## config.mk

```make
export PLATFORM = sky130hd
export DESIGN_NAME = mcc_regs
export DESIGN_NICKNAME = d
export VERILOG_FILES = /design/src/pkg/mcc_pkg.sv /design/src/core/mcc_regs.sv
export VERILOG_INCLUDE_DIRS = /design/src /design/src/pkg
export SDC_FILE = /design/constraint.sdc
export NUM_CORES = 1
export LEC_CHECK = 0
export ABC_AREA = 0
export BUFFER_PORTS_ARGS = -buffer_cell sky130_fd_sc_hd__buf_4
export CORE_UTILIZATION = 51
export DETAILED_ROUTE_END_ITERATION = 6
export PLACE_DENSITY = 0.83
export SLEW_MARGIN = 25
export SYNTH_ARGS = -nofsm -noshare
export SYNTH_HDL_FRONTEND = slang
export SYNTH_SLANG_ARGS = --single-unit
```

## constraint.sdc

```tcl
create_clock -name core_clk_i -period 5.2 [get_ports core_clk_i]
set_input_delay 0.26 -clock core_clk_i [delete_from_list [all_inputs] [get_ports core_clk_i]]
set_output_delay 0.26 -clock core_clk_i [all_outputs]
set_load 0.005 [all_outputs]
```

## src/pkg/mcc_map.svh

```systemverilog
`ifndef MCC_MAP_SVH
`define MCC_MAP_SVH
// register indices, byte address is four times the index
`define MCC_IDX_PLL_GRID    14'h2868
`define MCC_IDX_ANALOG      14'h286B
`define MCC_IDX_CHAN_EN     14'h2878
`define MCC_IDX_GAIN        14'h2879
`define MCC_IDX_FILTER_GAIN 14'h287A
`define MCC_IDX_IRQ_STATUS  14'h2880
`define MCC_IDX_IRQ_MASK    14'h2881
// reset values
`define MCC_RST_PLL_GRID    8'h00
`define MCC_RST_CHAN_EN     8'h00
`define MCC_RST_GAIN        8'h00
`define MCC_RST_FILTER_GAIN 8'h00
`define MCC_RST_IRQ         2'h0
// pll_grid_control fields
`define MCC_GRID_SEL_BIT    5
// analog_state fields
`define MCC_XTAL_FAIL_BIT   7
`define MCC_COMP_BIT        5
`define MCC_ANA_FIXED       3'h5
// channel_enable_control fields
`define MCC_PHC_EN_BIT      6
`define MCC_SWAP_BIT        5
`define MCC_AUX_PROC_BIT    4
`define MCC_AUX_IN_BIT      3
`define MCC_I2_IN_BIT       2
`define MCC_I1_IN_BIT       1
`define MCC_V_IN_BIT        0
// digital_gain_control fields
`define MCC_I1_SIGN_BIT     7
`define MCC_I1_EXP_HI       6
`define MCC_I1_EXP_LO       4
`define MCC_V_SIGN_BIT      3
`define MCC_V_EXP_HI        2
`define MCC_V_EXP_LO        0
// filter_gain_control fields
`define MCC_V_QUARTER_BIT   5
// gain limits
`define MCC_EXP_MAX         3'h5
`define MCC_QUARTER_SHIFT   2
// interrupt status bits
`define MCC_IRQ_XTAL_BIT    0
`define MCC_IRQ_COMP_BIT    1
`endif

```

## src/pkg/mcc_pkg.sv

```systemverilog
package mcc_pkg;
   typedef logic signed [23:0] mcc_smp_t;
   typedef logic signed [29:0] mcc_out_t;
   // raw samples from the modulators
   typedef struct packed {
      mcc_smp_t v;
      mcc_smp_t ia;
      mcc_smp_t ib;
      mcc_smp_t aux;
   } mcc_smp_s;
   // gated, routed and scaled samples
   typedef struct packed {
      mcc_out_t v;
      mcc_out_t i1;
      mcc_out_t i2;
      mcc_out_t aux;
   } mcc_path_s;
endpackage

```

## src/core/mcc_regs.sv

```systemverilog
// Notes on behaviour
// - grid select: clear 50Hz, set 60Hz
// - crystal fail reads one, RC takes over
// - comparator bit follows positive over negative
// - analog fixed field reads five
// - every reset source restores defaults
// - phase compensation per current when enabled
// - swap exchanges current A and B routing
// - aux processing enable turns aux calculations
// - aux input disabled feeds zeros
// - second current disabled feeds zeros
// - first current disabled feeds zeros
// - voltage disabled feeds zeros
// - first current sign negates gain
// - first current gain two to exponent
// - voltage sign negates gain
// - voltage gain two to exponent
// - quarter bit divides voltage gain four
//
// The APB register port was left to the implementer.
`timescale 1ns/1ps
`default_nettype none
`include "mcc_map.svh"
module mcc_regs (
   // clock and reset (all reset sources merged upstream)
   input  wire logic               core_clk_i,
   input  wire logic               rst_b_i,
   // apb slave
   input  wire logic               psel_i,
   input  wire logic               penable_i,
   input  wire logic               pwrite_i,
   input  wire logic [15:0]        paddr_i,
   input  wire logic [31:0]        pwdata_i,
   output logic      [31:0]        prdata_o,
   output logic                    pready_o,
   output logic                    pslverr_o,
   // analog status pins
   input  wire logic               crystal_fail_i,
   input  wire logic               comp_out_i,
   // sample stream
   input  wire logic               smp_valid_i,
   input  wire mcc_pkg::mcc_smp_s  smp_i,
   output mcc_pkg::mcc_path_s      path_o,
   output logic                    path_valid_o,
   // controls to the datapath and clocking
   output logic                    grid_freq_select_o,
   output logic                    clk_src_rc_o,
   output logic                    phase_comp_enable_o,
   output logic                    aux_processing_enable_o,
   // interrupt
   output logic                    irq_o
);

   // register state
   logic [7:0]  pll_grid_ff,    nxt_pll_grid;
   logic [7:0]  chan_en_ff,     nxt_chan_en;
   logic [7:0]  gain_ff,        nxt_gain;
   logic [7:0]  filt_gain_ff,   nxt_filt_gain;
   logic [1:0]  irq_stat_ff,    nxt_irq_stat;
   logic [1:0]  irq_mask_ff,    nxt_irq_mask;
   logic [31:0] prdata_ff,      nxt_prdata;
   logic        pready_ff,      nxt_pready;
   logic        pslverr_ff,     nxt_pslverr;
   logic        irq_ff,         nxt_irq;
   // synchronisers and edge history
   logic [1:0]  xtal_sync_ff,   nxt_xtal_sync;
   logic [1:0]  comp_sync_ff,   nxt_comp_sync;
   logic        xtal_d_ff,      nxt_xtal_d;
   logic        comp_d_ff,      nxt_comp_d;
   // datapath
   mcc_pkg::mcc_path_s path_ff, nxt_path;
   logic        path_vld_ff,    nxt_path_vld;
   mcc_pkg::mcc_smp_t  i1_dly_ff, nxt_i1_dly;
   mcc_pkg::mcc_smp_t  i2_dly_ff, nxt_i2_dly;
   // bus decode helpers
   logic [13:0] idx;
   logic        setup;
   logic        wr_fire;
   logic        mapped;
   logic [7:0]  rd_byte;
   logic [7:0]  analog_word;

   // signed power-of-two gain with sign, codes above five saturate
   function automatic mcc_pkg::mcc_out_t apply_gain(
      input mcc_pkg::mcc_smp_t s,
      input logic              neg,
      input logic [2:0]        e
   );
      logic [2:0]        e_sat;
      mcc_pkg::mcc_out_t wide;
      e_sat = 3'h0;
      wide  = 30'sh0;
      e_sat = (e > `MCC_EXP_MAX) ? `MCC_EXP_MAX : e;
      wide  = mcc_pkg::mcc_out_t'(s) <<< e_sat;
      apply_gain = neg ? -wide : wide;
   endfunction

   // a disabled input contributes zeros instead of samples
   function automatic mcc_pkg::mcc_smp_t gate(
      input mcc_pkg::mcc_smp_t s,
      input logic              en
   );
      gate = en ? s : 24'sh0;
   endfunction

   // apb phase decode; word index from the byte address
   assign idx     = paddr_i[15:2];
   assign setup   = psel_i & ~penable_i;
   assign wr_fire = psel_i & penable_i & pready_ff & pwrite_i;

   // fixed field and live status form the analog word
   always_comb begin
      analog_word = 8'h00;
      analog_word[`MCC_XTAL_FAIL_BIT] = xtal_sync_ff[1];
      analog_word[`MCC_COMP_BIT] = comp_sync_ff[1];
      analog_word[4:2] = `MCC_ANA_FIXED;
   end

   // address decode for reads and the error answer
   always_comb begin
      rd_byte = 8'h00;
      mapped  = 1'b1;
      if (idx == `MCC_IDX_PLL_GRID) begin
         rd_byte = pll_grid_ff;
      end else if (idx == `MCC_IDX_ANALOG) begin
         rd_byte = analog_word;
      end else if (idx == `MCC_IDX_CHAN_EN) begin
         rd_byte = chan_en_ff;
      end else if (idx == `MCC_IDX_GAIN) begin
         rd_byte = gain_ff;
      end else if (idx == `MCC_IDX_FILTER_GAIN) begin
         rd_byte = filt_gain_ff;
      end else if (idx == `MCC_IDX_IRQ_STATUS) begin
         rd_byte = {6'h00, irq_stat_ff};
      end else if (idx == `MCC_IDX_IRQ_MASK) begin
         rd_byte = {6'h00, irq_mask_ff};
      end else begin
         mapped = 1'b0;
      end
   end

   // bus answer: one wait-free access phase, data latched in setup
   always_comb begin
      nxt_pready  = setup;
      nxt_prdata  = pready_ff ? 32'h0000_0000 : prdata_ff;
      nxt_pslverr = 1'b0;
      if (setup) begin
         nxt_prdata  = pwrite_i ? 32'h0000_0000 : {24'h00_0000, rd_byte};
         nxt_pslverr = ~mapped;
      end
   end

   // register writes; reserved pll bits are stored as written
   always_comb begin
      nxt_pll_grid  = pll_grid_ff;
      nxt_chan_en   = chan_en_ff;
      nxt_gain      = gain_ff;
      nxt_filt_gain = filt_gain_ff;
      nxt_irq_mask  = irq_mask_ff;
      if (wr_fire) begin
         if (idx == `MCC_IDX_PLL_GRID) begin
            nxt_pll_grid = pwdata_i[7:0];
         end else if (idx == `MCC_IDX_CHAN_EN) begin
            nxt_chan_en = pwdata_i[7:0];
         end else if (idx == `MCC_IDX_GAIN) begin
            nxt_gain = pwdata_i[7:0];
         end else if (idx == `MCC_IDX_FILTER_GAIN) begin
            nxt_filt_gain = pwdata_i[7:0];
         end else if (idx == `MCC_IDX_IRQ_MASK) begin
            nxt_irq_mask = pwdata_i[1:0];
         end
      end
   end

   // sticky events, a new event beats a write-one clear
   always_comb begin
      nxt_xtal_sync = {xtal_sync_ff[0], crystal_fail_i};
      nxt_comp_sync = {comp_sync_ff[0], comp_out_i};
      nxt_xtal_d    = xtal_sync_ff[1];
      nxt_comp_d    = comp_sync_ff[1];
      nxt_irq_stat  = irq_stat_ff;
      if (wr_fire && idx == `MCC_IDX_IRQ_STATUS) begin
         nxt_irq_stat = irq_stat_ff & ~pwdata_i[1:0];
      end
      if (xtal_sync_ff[1] & ~xtal_d_ff) begin
         nxt_irq_stat[`MCC_IRQ_XTAL_BIT] = 1'b1;
      end
      if (comp_sync_ff[1] ^ comp_d_ff) begin
         nxt_irq_stat[`MCC_IRQ_COMP_BIT] = 1'b1;
      end
      nxt_irq = |(nxt_irq_stat & nxt_irq_mask);
   end

   // routing, gating, phase alignment and gain per sample
   always_comb begin
      mcc_pkg::mcc_smp_t ia_g;
      mcc_pkg::mcc_smp_t ib_g;
      mcc_pkg::mcc_smp_t c1;
      mcc_pkg::mcc_smp_t c2;
      mcc_pkg::mcc_smp_t v_g;
      mcc_pkg::mcc_out_t v_scaled;
      ia_g         = 24'sh0;
      ib_g         = 24'sh0;
      c1           = 24'sh0;
      c2           = 24'sh0;
      v_g          = 24'sh0;
      v_scaled     = 30'sh0;
      nxt_path     = path_ff;
      nxt_path_vld = smp_valid_i;
      nxt_i1_dly   = i1_dly_ff;
      nxt_i2_dly   = i2_dly_ff;
      ia_g = chan_en_ff[`MCC_SWAP_BIT] ? smp_i.ib : smp_i.ia;
      ib_g = chan_en_ff[`MCC_SWAP_BIT] ? smp_i.ia : smp_i.ib;
      c1 = gate(ia_g, chan_en_ff[`MCC_I1_IN_BIT]);
      c2 = gate(ib_g, chan_en_ff[`MCC_I2_IN_BIT]);
      v_g = gate(smp_i.v, chan_en_ff[`MCC_V_IN_BIT]);
      if (smp_valid_i) begin
         nxt_i1_dly = c1;
         nxt_i2_dly = c2;
         if (chan_en_ff[`MCC_PHC_EN_BIT]) begin
            c1 = i1_dly_ff;
            c2 = i2_dly_ff;
         end
         v_scaled = apply_gain(v_g, gain_ff[`MCC_V_SIGN_BIT],
                               gain_ff[`MCC_V_EXP_HI:`MCC_V_EXP_LO]);
         if (filt_gain_ff[`MCC_V_QUARTER_BIT]) begin
            v_scaled = v_scaled >>> `MCC_QUARTER_SHIFT;
         end
         nxt_path.v = v_scaled;
         nxt_path.i1 = apply_gain(c1, gain_ff[`MCC_I1_SIGN_BIT],
                                  gain_ff[`MCC_I1_EXP_HI:`MCC_I1_EXP_LO]);
         // second current gain lives elsewhere, passed at unity
         nxt_path.i2 = mcc_pkg::mcc_out_t'(c2);
         nxt_path.aux = mcc_pkg::mcc_out_t'(gate(smp_i.aux,
                                                 chan_en_ff[`MCC_AUX_IN_BIT]));
      end
   end

   always_ff @(posedge core_clk_i or negedge rst_b_i) begin
      if (!rst_b_i) begin
         pll_grid_ff  <= `MCC_RST_PLL_GRID;
         chan_en_ff   <= `MCC_RST_CHAN_EN;
         gain_ff      <= `MCC_RST_GAIN;
         filt_gain_ff <= `MCC_RST_FILTER_GAIN;
         irq_stat_ff  <= `MCC_RST_IRQ;
         irq_mask_ff  <= `MCC_RST_IRQ;
         prdata_ff    <= 32'h0000_0000;
         pready_ff    <= 1'b0;
         pslverr_ff   <= 1'b0;
         irq_ff       <= 1'b0;
         xtal_sync_ff <= 2'h0;
         comp_sync_ff <= 2'h0;
         xtal_d_ff    <= 1'b0;
         comp_d_ff    <= 1'b0;
         path_ff      <= '0;
         path_vld_ff  <= 1'b0;
         i1_dly_ff    <= 24'sh0;
         i2_dly_ff    <= 24'sh0;
      end else begin
         pll_grid_ff  <= nxt_pll_grid;
         chan_en_ff   <= nxt_chan_en;
         gain_ff      <= nxt_gain;
         filt_gain_ff <= nxt_filt_gain;
         irq_stat_ff  <= nxt_irq_stat;
         irq_mask_ff  <= nxt_irq_mask;
         prdata_ff    <= nxt_prdata;
         pready_ff    <= nxt_pready;
         pslverr_ff   <= nxt_pslverr;
         irq_ff       <= nxt_irq;
         xtal_sync_ff <= nxt_xtal_sync;
         comp_sync_ff <= nxt_comp_sync;
         xtal_d_ff    <= nxt_xtal_d;
         comp_d_ff    <= nxt_comp_d;
         path_ff      <= nxt_path;
         path_vld_ff  <= nxt_path_vld;
         i1_dly_ff    <= nxt_i1_dly;
         i2_dly_ff    <= nxt_i2_dly;
      end
   end

   // outputs straight from flip-flops
   assign prdata_o                = prdata_ff;
   assign pready_o                = pready_ff;
   assign pslverr_o               = pslverr_ff;
   assign path_o                  = path_ff;
   assign path_valid_o            = path_vld_ff;
   assign irq_o                   = irq_ff;
   assign grid_freq_select_o      = pll_grid_ff[`MCC_GRID_SEL_BIT];
   assign clk_src_rc_o            = xtal_sync_ff[1];
   assign phase_comp_enable_o     = chan_en_ff[`MCC_PHC_EN_BIT];
   assign aux_processing_enable_o = chan_en_ff[`MCC_AUX_PROC_BIT];
endmodule
`default_nettype wire

```

Word level (Yosys, flattened, before mapping)
Index checks and enable logic that the tools add are counted.
{"block": "totals", "register_bits": 234, "inputBits": 152, "output_inout_bits": 160}
{"block": "classes", "addsub": 2, "order_cmp": 2, "n_eq_ne": 7, "n_shift": 2, "muxes": 41, "bitwise_logic": 15, "reduce_logical": 7}
{"operator": "24-bit 2-to-1 mux", "n": 9}
{"operator": "14-bit equality test, second input constant", "n": 7}
{"operator": "32-bit 2-to-1 mux", "n": 2}
{"operator": "30-bit 2-to-1 mux", "n": 2}
{"operator": "30-bit negator", "n": 2}
{"operator": "24-bit by 3-bit <<< shifter with 30-bit output", "n": 2}
{"operator": "8-bit 2-to-1 mux", "n": 6}
{"operator": "29-bit 2-to-1 mux", "n": 1}
{"operator": "2-bit 2-to-1 mux", "n": 9}
{"operator": "1-bit 2-to-1 mux", "n": 10}
{"operator": "3-bit greater-than comparator, second input constant", "n": 2}
{"operator": "3-bit 2-to-1 mux", "n": 2}
{"operator": "1-bit NOT", "n": 6}
{"operator": "1-bit bitwise AND", "n": 5}
{"operator": "5-bit AND reduction", "n": 1}
{"operator": "2-bit bitwise AND", "n": 2}
{"operator": "4-bit AND reduction", "n": 1}
{"operator": "3-bit AND reduction", "n": 1}
{"operator": "2-bit NOT", "n": 1}
{"operator": "2-bit AND reduction", "n": 1}
{"operator": "2-bit nonzero test", "n": 1}
{"operator": "2-bit OR reduction", "n": 1}
{"operator": "1-bit logical AND", "n": 1}
{"operator": "1-bit XOR", "n": 1}

Depth between registers and ports, before layout
{"block": "depth", "word_depth": 10, "ltp_mapped": 15, "mapped_depth_nobuf": 10}

Least setup slack after synthesis
No wires, ideal clock.
{"block": "synth_path", "path_type": "reg2reg", "startpoint": "register gain_ff[1]", "endpoint": "register path_ff, in the netlist path_o[118]", "arrival_time_ps": 3584, "required_time_ps": 5133, "setup_slack_ps": 1549, "stages_incl_launch_ff": 15, "n_path_buf": 4, "period_less_slack_ps": 3651, "path_cell_list": "dfrtp_1 > buf_2 > clkbuf_1 > buf_2 > a21oi_1 > mux2_2 > nand2_1 > ha_1 > nand3_1 > or4_1 > or3_1 > buf_2 > or4_1 > a21oi_1 > o41a_1"}
{"block": "synth_between", "elab_chain_cells": 6}
{"element": "from (decl)", "line": "mcc_regs.sv:57", "source": "logic [7:0] gain_ff, nxt_gain;"}
{"element": "from (signal assigned)", "line": "mcc_regs.sv:243", "source": "gain_ff <= `MCC_RST_GAIN;"}
{"element": "from (signal assigned)", "line": "mcc_regs.sv:262", "source": "gain_ff <= nxt_gain;"}
{"element": "3-bit greater-than comparator (no source line)"}
{"element": "3-bit 2-to-1 mux (*)", "line": "mcc_regs.sv:93", "source": "e_sat = (e > `MCC_EXP_MAX) ? `MCC_EXP_MAX : e;"}
{"element": "24-bit by 3-bit <<< shifter with 30-bit output (*)", "line": "mcc_regs.sv:94", "source": "wide = mcc_pkg::mcc_out_t'(s) <<< e_sat;"}
{"element": "30-bit negator", "line": "mcc_regs.sv:95", "source": "apply_gain = neg ? -wide : wide;"}
{"element": "30-bit 2-to-1 mux (*)", "line": "mcc_regs.sv:95"}
{"element": "29-bit 2-to-1 mux (*)", "line": "mcc_regs.sv:226", "source": "if (filt_gain_ff[`MCC_V_QUARTER_BIT]) begin"}
{"element": "to (signal assigned)", "line": "mcc_regs.sv:274", "source": "path_ff <= nxt_path;"}
{"element": "to (decl)", "line": "mcc_regs.sv:71", "source": "mcc_pkg::mcc_path_s path_ff, nxt_path;"}
Every way passes the cells marked *; elsewhere a longest branch is shown, timed or not.
A chain may end at the register's enable or synchronous reset.

Final worst setup path
{"block": "layout_path", "startpoint": "register chan_en_ff[6]", "endpoint": "register path_ff, in the netlist path_o[86]"}
{"block": "layout_between", "elab_chain_cells": 5}
{"element": "from (decl)", "line": "mcc_regs.sv:56", "source": "logic [7:0] chan_en_ff, nxt_chan_en;"}
{"element": "from (signal assigned)", "line": "mcc_regs.sv:242", "source": "chan_en_ff <= `MCC_RST_CHAN_EN;"}
{"element": "from (signal assigned)", "line": "mcc_regs.sv:261", "source": "chan_en_ff <= nxt_chan_en;"}
{"element": "24-bit 2-to-1 mux (*)", "line": "mcc_regs.sv:220", "source": "if (chan_en_ff[`MCC_PHC_EN_BIT]) begin"}
{"element": "24-bit 2-to-1 mux (*)", "line": "mcc_regs.sv:217", "source": "if (smp_valid_i) begin"}
{"element": "24-bit by 3-bit <<< shifter with 30-bit output (*)", "line": "mcc_regs.sv:94"}
{"element": "30-bit negator", "line": "mcc_regs.sv:95"}
{"element": "30-bit 2-to-1 mux (*)", "line": "mcc_regs.sv:95"}
Every way passes the cells marked *; elsewhere a longest branch is shown, timed or not. The select of a mux whose other input is x is not followed.

==> metrics <==
status complete, no violations; global route overflow 0; # resized after CTS 0; Routability Congestion between 0.9 and 1; first-pass GRT wire length around 60 mm; row cnt around 60; worst vdd ir around 0.00025 V; clk_skew 0.0231 ns; die area 0.0273 sq mm; Leakage 7.38 nW; layout cell share with drive strength beyond 1 around a quarter; Total GRT Usage ~28%; Tmin final roughly 4.4 ns; Yosys reg bits 210; Distinct cells, synth 81; final hold viol count 0; CTS Hold Bufs 13; Skew-Pair Late Insertion Delay ~0.52 ns; initial antenna violation count 0; Final Util between 60 and 70%; Port Buffer Count between 200 and 300; Setup Fix Bufs, Post-CTS 0; period utilization a little over four fifths; Synth Area per Inst about 9 sq um; # IOs about 310; DIE HEIGHT 165 microns; Max Cap Viol 0; Slowest Stage Delay on Critical Path between 0.6 and 0.7 ns; Post-synth EDFFs 0; Crit. End Element flip-flop; TNS Setup 0 ns; worst-case clock buffer depth 3; buffer type at the clock tree root clkbuf_16; clock slew at reported path FFs ~0.06 ns; GR Util met3 under 10%; largest net degree at the start of global routing approximately 130; H-tree depth 1; Wirelength per Cell between 15 and 20 microns; Final Slew Violations 0; # clock sinks 210; drt pass-1 iters 6; Nets 1,819; Antenna Nets Post-Route 0; CTS tree built; met1 Resource Use GR between 30% and 40%; register area share after synthesis approximately two fifths; DRC Markers 0; Async SR Flop Fraction 100%; Relative slew margins approximately 32%; core footprint approximately 0.026 sq mm; Crit Path Category flip-flop to flip-flop; Slew @ Worst Pin between 1 and 1.5 ns; WP data required around 5.6 ns; starting density of the core between 50% and 60%; DP HPWL 27.5 mm; Worst setup SP type flip-flop; slowest CP cell dfrtp_2; crit path max fanout 26; unrepaired setup endpoints after global routing no; vias in the first global route about 12,000; number of inserted diodes 0; Die Width between 150 and 200 microns; grt peak-use layer met2; most used flip-flop cell after synthesis dfrtp_1; synth warn 0; fmax 0.227 GHz; Post-Syn Area 0.0136 sq mm; Initial DRC Count 1,090; clock buffer count from CTS 23; WL final between 30 and 40 mm; Arrival @ worst endpoint about 4.8 ns; PD cells about 230 mW/mm^2; # setup viols final 0; Cells after Synth 1,463; Vias approximately 12,000; crit-path cells nand2b_1 -> buf_4 -> buf_4 -> o21ai_0 -> o21a_1 -> a222oi_1 -> nand4_1 -> nand2b_1 -> or4_1 -> o311ai_0; vias per cell just over 6; Synth-to-Final Area Change 21.2%; Hold Crit Class primary input to flip-flop; GR Util met2 between 40% and 50%
-- worst paths after layout --
path                            cells past startpoint  slack (ns)               to             from
worst max register to register                     10        0.80       path_o[86]    chan_en_ff[6]
worst min-delay path                                3       0.004       path_o[23]        smp_i[23]
max in group asynchronous                           3        3.37       path_o[11]          rst_b_i
min in group asynchronous                           2        0.37       path_o[37]          rst_b_i
worst min register to register                      0        0.35  xtal_sync_ff[1]  xtal_sync_ff[0]
worst max-delay path                               10        0.80       path_o[86]    chan_en_ff[6]
-- cell usage after synthesis, types with 8 or more instances --
| cell type | instances | share of area (%) |
|---|---|---|
| a311oi_1 | 10 | 0.65 |
| o21ai_0 | 108 | 4.0 |
| buf_1 | 13 | 0.36 |
| or4_1 | 11 | 0.61 |
| nor2b_1 | 34 | 1.6 |
| o22ai_1 | 9 | 0.41 |
| nor2_1 | 104 | 2.9 |
| xnor2_1 | 19 | 1.2 |
| nor3_1 | 13 | 0.48 |
| dfrtp_1 | 210 | 39 |
| or3_1 | 10 | 0.46 |
| o2bb2ai_1 | 18 | 1.2 |
| a2bb2oi_1 | 8 | 0.52 |
| inv_1 | 47 | 1.3 |
| o31ai_1 | 12 | 0.66 |
| o211ai_1 | 25 | 1.4 |
| buf_4 | 37 | 2.0 |
| and3_1 | 9 | 0.41 |
| o21a_1 | 13 | 0.72 |
| a21oi_1 | 83 | 3.1 |
| mux2_2 | 73 | 6.1 |
| or2_2 | 9 | 0.41 |
| nand3_1 | 53 | 2.0 |
| mux2i_1 | 112 | 8.3 |
| a222oi_1 | 10 | 0.74 |
| o221ai_1 | 13 | 0.84 |
| buf_2 | 19 | 0.70 |
| nand2_1 | 101 | 2.8 |
| a31oi_1 | 8 | 0.37 |
| mux4_2 | 12 | 2.0 |
| nand2b_1 | 12 | 0.55 |
| xor2_1 | 21 | 1.4 |
| clkbuf_1 | 76 | 2.1 |
| a211oi_1 | 19 | 1.1 |
-- metal layers --
metal  vias up  share of wire [%]  wire length [microns]
li1       5741                  -                      -
met1      5952                 42                  16300
met2       587                 47                  18300
met3        88                7.8                   3020
met4         0                2.8                   1090
met5         -                  0                      0
-- cell usage in the layout (no fill, tap or decap), drive strengths merged, types with 12 or more instances in the layout --
cell type,netlist,layout
a211oi,19,19
nand2b,12,12
o2bb2ai,18,18
dlygate4sd3,0,13
buf,70,287
o221ai,13,13
nand2,101,101
mux4,12,12
nor2,104,104
o21ai,111,111
o21a,13,13
mux2i,112,112
o31ai,14,14
inv,48,49
nor2b,34,34
clkbuf,76,31
xor2,21,21
or4,12,12
xnor2,19,19
conb,1,24
nand3,53,53
a21oi,84,84
dfrtp,210,210
o211ai,25,25
nor3,13,13
mux2,73,73
-- layout make-up --
cell class | instances | area (sq um)
clock buffer | 31 | 636
clock inverter | 10 | 154
fill | 2099 | 9620
inverter | 50 | 188
multi-input combinational | 1080 | 7490
sequential | 210 | 5260
tap | 335 | 419
timing repair buffer | 300 | 2300
-- power by group --
group	switching, mW	leakage (nW)	internal [mW]
clock network	0.657	0.392	1.05
registers	0.0189	2.83	1.66
logic	0.173	4.16	0.151
total	0.848	7.38	2.87
-- through the flow --
step | total power, mW | instances | cell area (sq um) | worst slack, ns | hold slack (ns)
2_1_floorplan | 1.84 | 1486 | 13700 | 1.55 | -0.0356
3_3_place_gp | 2.02 | 1962 | 15500 | 1.09 | 0.332
3_5_place_dp | 2.02 | 1962 | 15500 | 0.973 | 0.337
4_1_cts | 3.74 | 2016 | 16400 | 0.926 | 0.00104
5_1_grt | 3.84 | 2016 | 16400 | 0.562 | 0.00394
6_report | 3.72 | 2016 | 16400 | 0.799 | 0.00401
-- cell families after synthesis --
family / synth area share [%]
AOI/OAI and AO/OA: 20.5
xor gates and xnor gates: 2.58
adders and majority gates: 0.184
buffers and inverters: 6.68
DFF: 38.7
muxes: 16.3
other: 0.0276
and+or+nand+nor: 14.9
-- registers in the layout (all words and copies together) (netlist names) --
register / cells
pll_grid_ff: 8
i2_dly_ff: 24
chan_en_ff: 8
path_o: 108
xtal_d_ff: 1
i1_dly_ff: 24
path_valid_o: 1
pready_o: 1
comp_d_ff: 1
pslverr_o: 1
prdata_o: 8
irq_o: 1
comp_sync_ff: 2
filt_gain_ff: 8
irq_mask_ff: 2
xtal_sync_ff: 2
irq_stat_ff: 2
gain_ff: 8
-- critical path: cells and delay by family (launching register included) --
kind,cells,cell delay (ns)
AOI/OAI and AO/OA,4,1.13
DFF,1,0.66
buffers and inverters,2,0.51
and+or+nand+nor,4,1.94
No activity file was read; power rests on OpenSTA's default activity.
